File: src/fault_sup_pkg.sv
/*
  Constants, states and configuration codes for the power stage fault supervisor.
  Assumes a single 40 MHz clock and comparator levels already synchronous to it.
*/
package fault_sup_pkg;
  localparam int CLK_MHZ = 40;
  // Short check length per microfarad of output filter capacitance, in microseconds.
  localparam int PSC_US_PER_UF = 15000;
  localparam int PSC_CYC_PER_UF = PSC_US_PER_UF * CLK_MHZ;
  // Least hold-off from shutdown fall to reset rise, in microseconds.
  localparam int OLP_HOLD_US = 4000;
  localparam int OLP_HOLD_CYC = OLP_HOLD_US * CLK_MHZ;
  localparam int CAP_UF_W = 4;
  localparam int CNT_W = 24;

  localparam logic [1:0] CFG_BRIDGED = 2'h0;
  localparam logic [1:0] CFG_PARALLEL = 2'h1;
  localparam logic [1:0] CFG_SINGLE = 2'h2;

  localparam logic [3:0] HB_NONE = 4'h0;
  localparam logic [3:0] HB_ALL = 4'hF;
  localparam logic [3:0] HB_AB = 4'h3;
  localparam logic [3:0] HB_BD = 4'hA;
  localparam logic [3:0] HB_AD = 4'h9;

  typedef enum logic [4:0] {
    ST_POWER = 5'b0_0001,
    ST_GND = 5'b0_0010,
    ST_SUP = 5'b0_0100,
    ST_SHORT = 5'b0_1000,
    ST_RUN = 5'b1_0000
  } startup_t;
endpackage

File: src/power_stage_fault_supervisor.sv
/*
  Fault supervisor for four half-bridges: supply, overload, bootstrap and thermal checks,
  startup pin short check, and open-drain status pins.
  Assumes all inputs are synchronous to MCLK; the analog comparators are outside.
*/
// What this block does
// Hi-Z outputs until all supplies are good.
// Controller may hold reset low at power-up.
// Shutdown pin low on any shutting fault.
// Warnings low above 125 and 100 degrees.
// Three status pins encode faults and temperature.
// Reset low forces shutdown pin high.
// Fault at once gives Hi-Z and shutdown.
// Auto recovery except overload and overtemperature.
// Local error disables configuration-dependent half-bridge group.
// Bootstrap undervoltage disables only its half-bridge.
// Short check runs once at core power-up.
// Found short holds Hi-Z until removed.
// Check ground shorts first, then supply.
// Check length bounded per microfarad of filter.
// During check shutdown low, reset ignored.
// Short check skipped in single-ended configuration.
// Three-level variant latches shutdown above 155.
// Two-level variant single warning, same latch.
// Each supply monitored; any drop shuts down.
// Power-on reset clears overload, holds inactive.
// Reset low gives Hi-Z, bridged pulldowns on.
// Overload clears on reset rise after 4 ms.
`timescale 1ns/100ps
module power_stage_fault_supervisor
  import fault_sup_pkg::*;
#(
  parameter int OLP_HOLD = OLP_HOLD_CYC,
  parameter int PSC_PER_UF = PSC_CYC_PER_UF
) (
  input wire logic MCLK,
  input wire logic RST,
  input wire logic RESET_N,
  input wire logic [1:0] CONFIG_SEL,
  input wire logic THREE_LEVEL,
  input wire logic [CAP_UF_W-1:0] FILTER_CAP_UF,
  input wire logic CORE_SUPPLY_OK,
  input wire logic [3:0] GATE_DRIVE_SUPPLY_OK,
  input wire logic [3:0] BOOTSTRAP_OK,
  input wire logic [3:0] OVERLOAD_DET,
  input wire logic TEMP_ABOVE_100,
  input wire logic TEMP_ABOVE_125,
  input wire logic TEMP_ABOVE_155,
  input wire logic SHORT_TO_GND,
  input wire logic SHORT_TO_SUPPLY,
  output logic [3:0] HB_ENABLE,
  output logic [3:0] HB_PULLDOWN,
  output logic FAULT_SHUTDOWN_N_O,
  output logic FAULT_SHUTDOWN_N_OE,
  output logic THERMAL_WARN_N_O,
  output logic THERMAL_WARN_N_OE,
  output logic THERMAL_WARN_LO_N_O,
  output logic THERMAL_WARN_LO_N_OE,
  output logic THERMAL_WARN_HI_N_O,
  output logic THERMAL_WARN_HI_N_OE,
  output logic SHORT_CHECK_BUSY
);

  // Group of half-bridges switched off for a local error in one half-bridge.
  function automatic logic [3:0] group_off(input logic [1:0] cfg, input logic [3:0] err);
    logic [3:0] g;
    g = HB_NONE;
    if (cfg == CFG_PARALLEL) begin
      if (err != HB_NONE) begin
        g = HB_ALL;
      end
    end else begin
      if (err[0]) begin
        g = g | HB_AB;
      end
      if (err[1]) begin
        g = g | ((cfg == CFG_SINGLE) ? HB_AB : HB_AD);
      end
      if (err[2] | err[3]) begin
        g = g | HB_BD;
      end
    end
    return g;
  endfunction

  // Warning pin enable: pulled low only when hot and the pin belongs to the fitted variant.
  function automatic logic warn_oe(input logic hot, input logic fitted);
    return ~(hot & fitted);
  endfunction

  startup_t state_ff, nxt_state;
  logic [CNT_W-1:0] chk_cnt_ff;
  logic [CNT_W-1:0] hold_cnt_ff;
  logic [3:0] olp_ff;
  logic ote_ff;
  logic reset_n_d_ff;
  logic supplies_ok;
  logic core_d_ff;
  logic [CNT_W-1:0] chk_len;
  logic [3:0] off_mask;
  logic fault_any;
  logic reset_rise;
  logic olp_clear;

  assign supplies_ok = CORE_SUPPLY_OK & (&GATE_DRIVE_SUPPLY_OK);
  assign chk_len = CNT_W'(PSC_PER_UF) * CNT_W'(FILTER_CAP_UF);
  assign reset_rise = RESET_N & ~reset_n_d_ff;
  // A too-early reset edge is refused, so a short reset pulse cannot cut the cool-down time.
  assign olp_clear = reset_rise && hold_cnt_ff >= CNT_W'(OLP_HOLD) && state_ff == ST_RUN;

  // A pin already high at release reads as a rise; it only clears an overload that waited long enough.
  always_ff @(posedge MCLK) begin
    if (RST) begin
      reset_n_d_ff <= 1'b0;
    end else begin
      reset_n_d_ff <= RESET_N;
    end
  end

  always_ff @(posedge MCLK) begin
    if (RST) begin
      core_d_ff <= 1'b0;
    end else begin
      core_d_ff <= CORE_SUPPLY_OK;
    end
  end

  // The short check is tied to the core supply rising, never to the reset pin.
  always_comb begin
    nxt_state = state_ff;
    case (state_ff)
      ST_POWER: begin
        if (CORE_SUPPLY_OK & ~core_d_ff) begin
          nxt_state = (CONFIG_SEL == CFG_SINGLE) ? ST_RUN : ST_GND;
        end
      end
      ST_GND: begin
        if (SHORT_TO_GND) begin
          nxt_state = ST_SHORT;
        end else if (chk_cnt_ff >= (chk_len >> 1)) begin
          nxt_state = ST_SUP;
        end
      end
      ST_SUP: begin
        if (SHORT_TO_SUPPLY) begin
          nxt_state = ST_SHORT;
        end else if (chk_cnt_ff >= chk_len) begin
          nxt_state = ST_RUN;
        end
      end
      ST_SHORT: begin
        if (~SHORT_TO_GND & ~SHORT_TO_SUPPLY) begin
          nxt_state = ST_RUN;
        end
      end
      ST_RUN: begin
        nxt_state = ST_RUN;
      end
      default: begin
        nxt_state = ST_POWER;
      end
    endcase
  end

  always_ff @(posedge MCLK) begin
    if (RST) begin
      state_ff <= ST_POWER;
    end else begin
      state_ff <= nxt_state;
    end
  end

  always_ff @(posedge MCLK) begin
    if (RST || state_ff == ST_POWER || state_ff == ST_SHORT) begin
      chk_cnt_ff <= '0;
    end else if (state_ff != ST_RUN) begin
      chk_cnt_ff <= chk_cnt_ff + 1'b1;
    end
  end

  // Overload latch per half-bridge, cleared by power-on reset or a late enough reset rise.
  always_ff @(posedge MCLK) begin
    if (RST) begin
      olp_ff <= HB_NONE;
    end else if (olp_clear) begin
      olp_ff <= OVERLOAD_DET;
    end else begin
      olp_ff <= olp_ff | OVERLOAD_DET;
    end
  end

  always_ff @(posedge MCLK) begin
    if (RST) begin
      ote_ff <= 1'b0;
    end else if (TEMP_ABOVE_155) begin
      ote_ff <= 1'b1;
    end else if (~RESET_N && state_ff == ST_RUN) begin
      ote_ff <= 1'b0;
    end
  end

  // Counts time since the overload latched, which is when the shutdown pin fell.
  // The reset pin forces that pin high, so the pin itself cannot time the hold-off.
  always_ff @(posedge MCLK) begin
    if (RST || olp_ff == HB_NONE) begin
      hold_cnt_ff <= '0;
    end else if (hold_cnt_ff < CNT_W'(OLP_HOLD)) begin
      hold_cnt_ff <= hold_cnt_ff + 1'b1;
    end
  end

  assign off_mask = group_off(CONFIG_SEL, olp_ff) | ~BOOTSTRAP_OK;
  assign fault_any = ~supplies_ok | ote_ff | (|olp_ff) | (~BOOTSTRAP_OK != HB_NONE);

  always_ff @(posedge MCLK) begin
    if (RST) begin
      HB_ENABLE <= HB_NONE;
    end else if (~supplies_ok || state_ff != ST_RUN || ote_ff) begin
      HB_ENABLE <= HB_NONE;
    end else if (~RESET_N) begin
      HB_ENABLE <= HB_NONE;
    end else begin
      HB_ENABLE <= ~off_mask;
    end
  end

  // Weak pulldowns only charge the bootstrap capacitors; single-ended outputs stay floating.
  always_ff @(posedge MCLK) begin
    if (RST) begin
      HB_PULLDOWN <= HB_NONE;
    end else if (~supplies_ok || state_ff != ST_RUN || ote_ff || RESET_N) begin
      HB_PULLDOWN <= HB_NONE;
    end else begin
      HB_PULLDOWN <= (CONFIG_SEL == CFG_SINGLE) ? HB_NONE : HB_ALL;
    end
  end

  // Open-drain pins: enable low means the pin is pulled low.
  always_ff @(posedge MCLK) begin
    if (RST) begin
      SHORT_CHECK_BUSY <= 1'b0;
    end else begin
      SHORT_CHECK_BUSY <= (state_ff != ST_RUN) && (state_ff != ST_POWER);
    end
  end

  always_ff @(posedge MCLK) begin
    if (RST) begin
      FAULT_SHUTDOWN_N_OE <= 1'b0;
    end else begin
      if (state_ff != ST_RUN && state_ff != ST_POWER) begin
        FAULT_SHUTDOWN_N_OE <= 1'b0;
      end else if (~RESET_N) begin
        FAULT_SHUTDOWN_N_OE <= 1'b1;
      end else begin
        FAULT_SHUTDOWN_N_OE <= ~fault_any;
      end
    end
  end

  always_ff @(posedge MCLK) begin
    if (RST) begin
      FAULT_SHUTDOWN_N_O <= 1'b1;
    end else begin
      FAULT_SHUTDOWN_N_O <= FAULT_SHUTDOWN_N_OE;
    end
  end

  always_ff @(posedge MCLK) begin
    if (RST) begin
      THERMAL_WARN_N_OE <= 1'b1;
      THERMAL_WARN_LO_N_OE <= 1'b1;
      THERMAL_WARN_HI_N_OE <= 1'b1;
    end else begin
      THERMAL_WARN_N_OE <= warn_oe(TEMP_ABOVE_125, ~THREE_LEVEL);
      THERMAL_WARN_LO_N_OE <= warn_oe(TEMP_ABOVE_100, THREE_LEVEL);
      THERMAL_WARN_HI_N_OE <= warn_oe(TEMP_ABOVE_125, THREE_LEVEL);
    end
  end

  always_ff @(posedge MCLK) begin
    if (RST) begin
      THERMAL_WARN_N_O <= 1'b0;
      THERMAL_WARN_LO_N_O <= 1'b0;
      THERMAL_WARN_HI_N_O <= 1'b0;
    end else begin
      THERMAL_WARN_N_O <= 1'b0;
      THERMAL_WARN_LO_N_O <= 1'b0;
      THERMAL_WARN_HI_N_O <= 1'b0;
    end
  end

endmodule // power_stage_fault_supervisor

File: config.mk
export PLATFORM = sky130hd
export DESIGN_NAME = power_stage_fault_supervisor
export DESIGN_NICKNAME = d
export VERILOG_FILES = /design/src/fault_sup_pkg.sv /design/src/power_stage_fault_supervisor.sv
export SDC_FILE = /design/constraint.sdc
export NUM_CORES = 1
export LEC_CHECK = 0
export ABC_AREA = 0
export BUFFER_PORTS_ARGS = -buffer_cell sky130_fd_sc_hd__buf_2
export CORE_MARGIN = 1.5
export CORE_UTILIZATION = 38
export DETAILED_ROUTE_END_ITERATION = 16
export GPL_ROUTABILITY_DRIVEN = 1
export SLEW_MARGIN = 15
export SYNTH_ARGS = -nofsm -noshare
export SYNTH_HDL_FRONTEND = slang
export SYNTH_SLANG_ARGS = --single-unit
File: constraint.sdc
create_clock -name MCLK -period 6.9 [get_ports MCLK]
set_input_delay 2.07 -clock MCLK [delete_from_list [all_inputs] [get_ports MCLK]]
set_output_delay 2.07 -clock MCLK [all_outputs]
set_load 0.005 [all_outputs]
==> results of run 1 <==
[power breakdown]
| group | leakage (nW) | internal (mW) | switching, mW | total (mW) |
|---|---|---|---|---|
| combinational | 1.54 | 0.120 | 0.183 | 0.303 |
| sequential | 0.577 | 0.431 | 0.0249 | 0.456 |
| clock | 0.136 | 0.280 | 0.170 | 0.450 |
[critical path: cells and delay by family]
kind	cells	cell delay [ns]
buf+inv	3	0.31
simple gates	4	0.50
xor+xnor	1	0.24
fa+ha+maj	4	1.92
compound gates	8	1.64
[layout make-up]
cell class | instances | area share [%]
Clock buffer | 11 | 4.47
Clock inverter | 5 | 1.13
Inverter | 26 | 1.87
Multi-Input combinational cell | 433 | 57.6
Sequential cell | 71 | 27.3
Tap cell | 147 | 3.53
Timing Repair Buffer | 42 | 4.08
[layer usage]
metal | global-route usage [%] | wire (µm)
met1 | 22.1 | 4960
met2 | 26.4 | 4340
met3 | 2.52 | 425
met4 | 6.08 | 136
met5 | 0 | 0
[layout by cell type (no fill, tap or decap), types with 4 or more instances in the layout]
cell type	count
nor2_1	77
xnor2_1	12
nand2_1	35
nand4_1	11
nor2b_1	7
dfxtp_1	71
or2_2	4
o21ai_0	22
buf_2	41
ha_1	50
o311ai_0	4
a21oi_1	33
inv_1	26
nor3_1	9
nand3_1	24
a21o_1	5
xor2_1	35
clkbuf_16	9
and4_1	7
and2_1	8
o211a_1	4
nand3b_1	5
and3_1	11
o211ai_1	4
nor4_1	5
nand2b_1	6
a31oi_1	5
fa_1	6
[kinds of logic (layout without fill, tap and decap cells)]
| group | Yosys count | in the layout |
|---|---|---|
| AND/OR/NAND/NOR | 225 | 225 |
| XOR/XNOR | 47 | 47 |
| AO/OA/AOI/OAI | 101 | 101 |
| adder cells (fa/ha/maj) | 56 | 56 |
| other | 1 | 3 |
| multiplexers | 1 | 1 |
| buffers and inverters | 47 | 84 |
| flip-flops | 71 | 71 |
[per-stage QoR]
stage                     util (%)  instance area [µm²]  total power, mW  setup slack [ns]
after floorplan                  -                 4630            0.683             0.725
after global placement        41.1                 4920            0.753             0.325
after detailed placement      41.1                 4920            0.765             0.201
after CTS                     43.6                 5210             1.22             0.522
after global routing          43.6                 5210             1.29             0.141
final                         43.6                 5210             1.21             0.434
[state kept, by name (all words and copies together), names as in the netlist]
| signal | cells |
|---|---|
| chk_cnt_ff | 24 |
| hold_cnt_ff | 24 |
| state_ff | 5 |
| HB_ENABLE | 4 |
| olp_ff | 4 |
| FAULT_SHUTDOWN_N_O | 1 |
| FAULT_SHUTDOWN_N_OE | 1 |
| HB_PULLDOWN | 1 |
| SHORT_CHECK_BUSY | 1 |
| THERMAL_WARN_HI_N_OE | 1 |
| THERMAL_WARN_LO_N_OE | 1 |
| THERMAL_WARN_N_OE | 1 |
| core_d_ff | 1 |
| ote_ff | 1 |
| reset_n_d_ff | 1 |
[how the worst max path moves through the flow]
stage,startpoint,to,depth (start not counted)
global placement,FILTER_CAP_UF[1],state_ff[1]$_SDFFE_PP0P_,20
finish,FILTER_CAP_UF[1],state_ff[1]$_SDFFE_PP0P_,20
detailed placement,FILTER_CAP_UF[1],state_ff[1]$_SDFFE_PP0P_,20
CTS,FILTER_CAP_UF[1],state_ff[1]$_SDFFE_PP0P_,20
global route,FILTER_CAP_UF[1],state_ff[2]$_SDFFE_PP0P_,19
floorplan,FILTER_CAP_UF[1],state_ff[1]$_SDFFE_PP0P_,19
==> flow_metrics.env, run 1 <==
export IMPL_post_synth_top_area_cell="dfxtp_1"
export IMPL_synth_seq_area_share_pct=30.8
export IMPL_synth_simple_gate_area_share_pct=24.8
export IMPL_die_h_um=113
export IMPL_gr_total_overflow=0
export IMPL_final_antenna_net_count=0
export IMPL_synth_fa_ha_area_share_pct=16.1
export IMPL_cts_buffer_depth=2
export IMPL_peakVddDrop_mv=0.0931
export IMPL_clk_latency_ns=0.33
export IMPL_postCtsHoldBufs=0
export IMPL_fillers=1179
export IMPL_rrSetupSlack_ns=4.33
export IMPL_cap_viol_max_count=0
export IMPL_multiInputGateArea_mm2=0.00300
export IMPL_pwr_density_cell_mw_per_mm2=232
export IMPL_antenna_found_initial=0
export IMPL_fin_crit_sh_pct=93.7
export IMPL_synth_xor_area_share_pct=8.91
export IMPL_first_pass_iters=4
export IMPL_cp_required_ns=7.13
export IMPL_coreArea_mm2=0.0120
export IMPL_syn_inst=549
export IMPL_cts_sinks=71
export IMPL_finalNetCount=667
export IMPL_cts_root_buf="clkbuf_16"
export IMPL_synth_common_cells="nor2_1, dfxtp_1, ha_1, nand2_1, xor2_1"
export IMPL_wl_per_cell_um=13.4
export IMPL_slew_viol_final=0
export IMPL_ys_seq_elements=71
export IMPL_stdcell_count=735
export IMPL_post_synth_mux_area_share_pct=0.298
export IMPL_drive_gt1_share_pct=12.1
export IMPL_setup_viol=0
export IMPL_vias=3925
export IMPL_r2r_end="state_ff[1]$_SDFFE_PP0P_"
export IMPL_ys_warnings_count=0
export IMPL_numPlacedInstances=719
export IMPL_hold_viol_final=0
export IMPL_grt_pass1_wl_mm=17.3
export IMPL_critPathMaxStageDelay_ns=0.65
export IMPL_hold_ws_ns=0.435
export IMPL_synthArstFlopShare_pct=0
export IMPL_tns_ns=0
export IMPL_p_leak_nw=2.25
export IMPL_dr_first_iter_drc_count=234
export IMPL_synth_top_flop_cell="dfxtp_1"
export IMPL_cts_resized_gates=0
export IMPL_cp_max_fo=7
export IMPL_worstHoldStart="FAULT_SHUTDOWN_N_OE$_SDFF_PP0_"
export IMPL_syn_area_per_cell_um2=8.42
export IMPL_numCtsBuffers=9
export IMPL_synth_top_family_by_area="simple AND/OR/NAND/NOR gates"
export IMPL_timing_fmax_ghz=0.155
export IMPL_arrival_ns=6.69
export IMPL_htreeDepth=3
export IMPL_clk_pin_slew_ns=0.06
export IMPL_synth_edff_count=0
export IMPL_status="completed"
export IMPL_reg2regPathDepth=9
export IMPL_syn_area_mm2=0.00462
export IMPL_rsz0062_at_grt="no"
export IMPL_holdPathEnd="FAULT_SHUTDOWN_N_O$_SDFF_PP1_"
export IMPL_yosysMostFrequentCell="nor2_1"
export IMPL_ioPinCount=45
export IMPL_portBuffers=41
export IMPL_cp_cell_sequence="buf_2, fa_1, inv_1, fa_1, inv_1, fa_1, a21o_1, a21oi_1, nand2b_1, nand2_1, a21oi_1, xor2_1, ha_1, a21o_1, a21oi_1, o211ai_1, a31o_2, a32o_1, nand3_1, nor4b_1"
export IMPL_critPathSlowestCell="fa_1"
export IMPL_synth_compound_area_share_pct=14.6
export IMPL_r2r_start="chk_cnt_ff[10]$_SDFFE_PP0P_"
export IMPL_synth_top_area_share_pct=30.8
export IMPL_postCtsSetupRepairBufs=0
export IMPL_initial_utilization_pct=38.6
export IMPL_dpl_hpwl_mm=7.61
export IMPL_dieArea_mm2=0.0128
export IMPL_drcViolationCount=0
export IMPL_grt_max_degree=25
export IMPL_fp_dieW_um=113
export IMPL_grt_pass1_vias=3782
export IMPL_ff_latch_area_mm2=0.00142
export IMPL_maxSlewHeadroom_pct=44.7
export IMPL_worstSetupStartpointType="primary input"
export IMPL_criticalPathCategory="in -> reg"
export IMPL_diodes=0
export IMPL_ys_types=60
export IMPL_finalCriticalPeriod_ns=6.47
export IMPL_grt_usage_pct=16.3
export IMPL_clock_skew_ns=0.00608
export IMPL_num_rows=40
export IMPL_hp_class="reg -> reg"
export IMPL_area_delta_synth_final_pct=12.8
export IMPL_cts_tree="done"
export IMPL_tightestPinTransition_ns=0.828
export IMPL_synthTopCellsByArea="dfxtp_1, ha_1, xor2_1"
export IMPL_drt_total_wl_mm=9.86
export IMPL_viasPerCell=5.34
export IMPL_worst_setup_path_end_kind="flip-flop"
export IMPL_gp_congestion=0.819
export IMPL_hold_depth=1
Note: power is estimated with default switching activity, not from simulation.
==> run 2, diff against run 1 <==
CTS_BUF_LIST = sky130_fd_sc_hd__clkbuf_16   (was default)
RECOVER_POWER = 25   (was default)
==> flow_metrics.env, run 2 (synthesized netlist as in run 1, its figures left out) <==
export IMPL_status="completed"
export IMPL_dpl_hpwl_mm=7.61
export IMPL_worst_setup_path_end_kind="flip-flop"
export IMPL_holdPathEnd="FAULT_SHUTDOWN_N_O$_SDFF_PP1_"
export IMPL_numCtsBuffers=9
export IMPL_ioPinCount=45
export IMPL_finalNetCount=667
export IMPL_timing_fmax_ghz=0.155
export IMPL_cts_root_buf="clkbuf_16"
export IMPL_portBuffers=41
export IMPL_cts_sinks=71
export IMPL_die_h_um=113
export IMPL_cts_buffer_depth=2
export IMPL_drt_total_wl_mm=9.82
export IMPL_r2r_end="state_ff[1]$_SDFFE_PP0P_"
export IMPL_drcViolationCount=0
export IMPL_fillers=1179
export IMPL_antenna_found_initial=0
export IMPL_cts_tree="done"
export IMPL_dieArea_mm2=0.0128
export IMPL_final_cell_mix="nor2_1, dfxtp_1, ha_1, buf_2"
export IMPL_reg2regPathDepth=9
export IMPL_startpoint="FILTER_CAP_UF[1]"
export IMPL_grt_usage_pct=16.3
export IMPL_clk_pin_slew_ns=0.05
export IMPL_post_route_util_pct=43.6
export IMPL_clock_skew_ns=0.00660
export IMPL_initial_utilization_pct=38.6
export IMPL_clk_latency_ns=0.33
export IMPL_cap_viol_max_count=0
export IMPL_place_area_mm2=0.00492
export IMPL_multiInputGateArea_mm2=0.00300
export IMPL_worstSetupStartpointType="primary input"
export IMPL_peakVddDrop_mv=0.0928
export IMPL_gr_total_overflow=0
export IMPL_cp_max_fo=7
export IMPL_tightestPinTransition_ns=0.984
export IMPL_finalCriticalPeriod_ns=6.46
export IMPL_first_pass_iters=5
export IMPL_hp_class="reg -> reg"
export IMPL_final_antenna_net_count=0
export IMPL_gp_congestion=0.819
export IMPL_num_rows=40
export IMPL_pwr_density_cell_mw_per_mm2=231
export IMPL_coreArea_mm2=0.0120
export IMPL_p_leak_nw=2.24
export IMPL_tns_ns=0
export IMPL_area_delta_synth_final_pct=12.7
export IMPL_hold_depth=1
export IMPL_fin_area_mm2=0.00521
export IMPL_reg_top3="chk_cnt_ff x24, hold_cnt_ff x24, state_ff x5"
export IMPL_postCtsSetupRepairBufs=0
export IMPL_criticalPathCategory="in -> reg"
export IMPL_viasPerCell=5.32
export IMPL_cp_required_ns=7.13
export IMPL_postCtsHoldBufs=0
export IMPL_slew_viol_final=0
export IMPL_arrival_ns=6.68
export IMPL_htreeDepth=3
export IMPL_hold_viol_final=0
export IMPL_vias=3908
export IMPL_ff_latch_area_mm2=0.00142
export IMPL_diodes=0
export IMPL_grt_pass1_vias=3782
export IMPL_setup_viol=0
export IMPL_grt_max_degree=25
export IMPL_cts_resized_gates=0
export IMPL_grt_pass1_wl_mm=17.3
export IMPL_wl_per_cell_um=13.4
export IMPL_fin_crit_sh_pct=93.6
export IMPL_rsz0062_at_grt="no"
export IMPL_p_total_mw=1.20
export IMPL_maxSlewHeadroom_pct=34.4
export IMPL_r2r_start="chk_cnt_ff[10]$_SDFFE_PP0P_"
export IMPL_dr_first_iter_drc_count=220
export IMPL_fp_dieW_um=113
export IMPL_final_common_cell="nor2_1"
export IMPL_rrSetupSlack_ns=4.34
export IMPL_drive_gt1_share_pct=11.7
export IMPL_worstHoldStart="FAULT_SHUTDOWN_N_OE$_SDFF_PP0_"
run 2: cell count changes in the layout (fill, tap and decap cells not counted):
cell,before,now
and2_0,0,6
inv_1,26,28
or2_2,4,3
buf_2,41,40
or2_0,0,1
clkbuf_1,2,1
and2_1,8,2
run 2: layer usage:
| metal | vias to the layer above | track usage, % | share of wire [%] |
|---|---|---|---|
| met4 | 0 | 6.08 | 1.4 |
| met5 | - | 0 | 0 |
| li1 | 1999 | - | - |
| met1 | 1816 | 22.1 | 50 |
| met2 | 85 | 26.4 | 44 |
| met3 | 8 | 2.52 | 4.5 |
run 2: metrics by stage:
| step | std cells | setup WS (ns) | hold slack [ns] |
|---|---|---|---|
| global route | 735 | 0.124 | 0.475 |
| global placement | 719 | 0.325 | 0.425 |
| floorplan | 551 | 0.725 | 0.431 |
| finish | 735 | 0.442 | 0.435 |
| detailed placement | 719 | 0.201 | 0.428 |
| CTS | 735 | 0.522 | 0.441 |
run 2: how the worst max path moves through the flow:
stage | end | cells past startpoint
after floorplan | state_ff[1]$_SDFFE_PP0P_ | 19
after global placement | state_ff[1]$_SDFFE_PP0P_ | 20
after detailed placement | state_ff[1]$_SDFFE_PP0P_ | 20
after CTS | state_ff[1]$_SDFFE_PP0P_ | 20
after global routing | state_ff[2]$_SDFFE_PP0P_ | 21
final | state_ff[1]$_SDFFE_PP0P_ | 20
run 2: final cells by class:
class | instances | share of cell area, %
inverter | 26 | 1.87
sequential | 71 | 27.3
clock buffer | 9 | 4.32
clock inverter | 7 | 1.27
tap | 147 | 3.53
multi-input combinational | 433 | 57.7
timing repair buffer | 42 | 4.06
run 2: power breakdown:
| group | internal, mW | switching, mW | total [mW] |
|---|---|---|---|
| registers | 0.431 | 0.0248 | 0.456 |
| logic | 0.119 | 0.182 | 0.301 |
| clock network | 0.277 | 0.171 | 0.448 |
| total | 0.827 | 0.377 | 1.20 |
run 2: worst max-delay path, cell delays in order:
cell and delay, ns:
buf_2 0.16, fa_1 0.65, inv_1 0.08, fa_1 0.50, inv_1 0.07, fa_1 0.47
a21o_1 0.19, a21oi_1 0.26, nand2b_1 0.15, nand2_1 0.05, a21oi_1 0.16, xor2_1 0.24
ha_1 0.30, a21o_1 0.17, a21oi_1 0.19, o211ai_1 0.14, a31o_2 0.26, a32o_1 0.27
nand3_1 0.07, nor4b_1 0.22
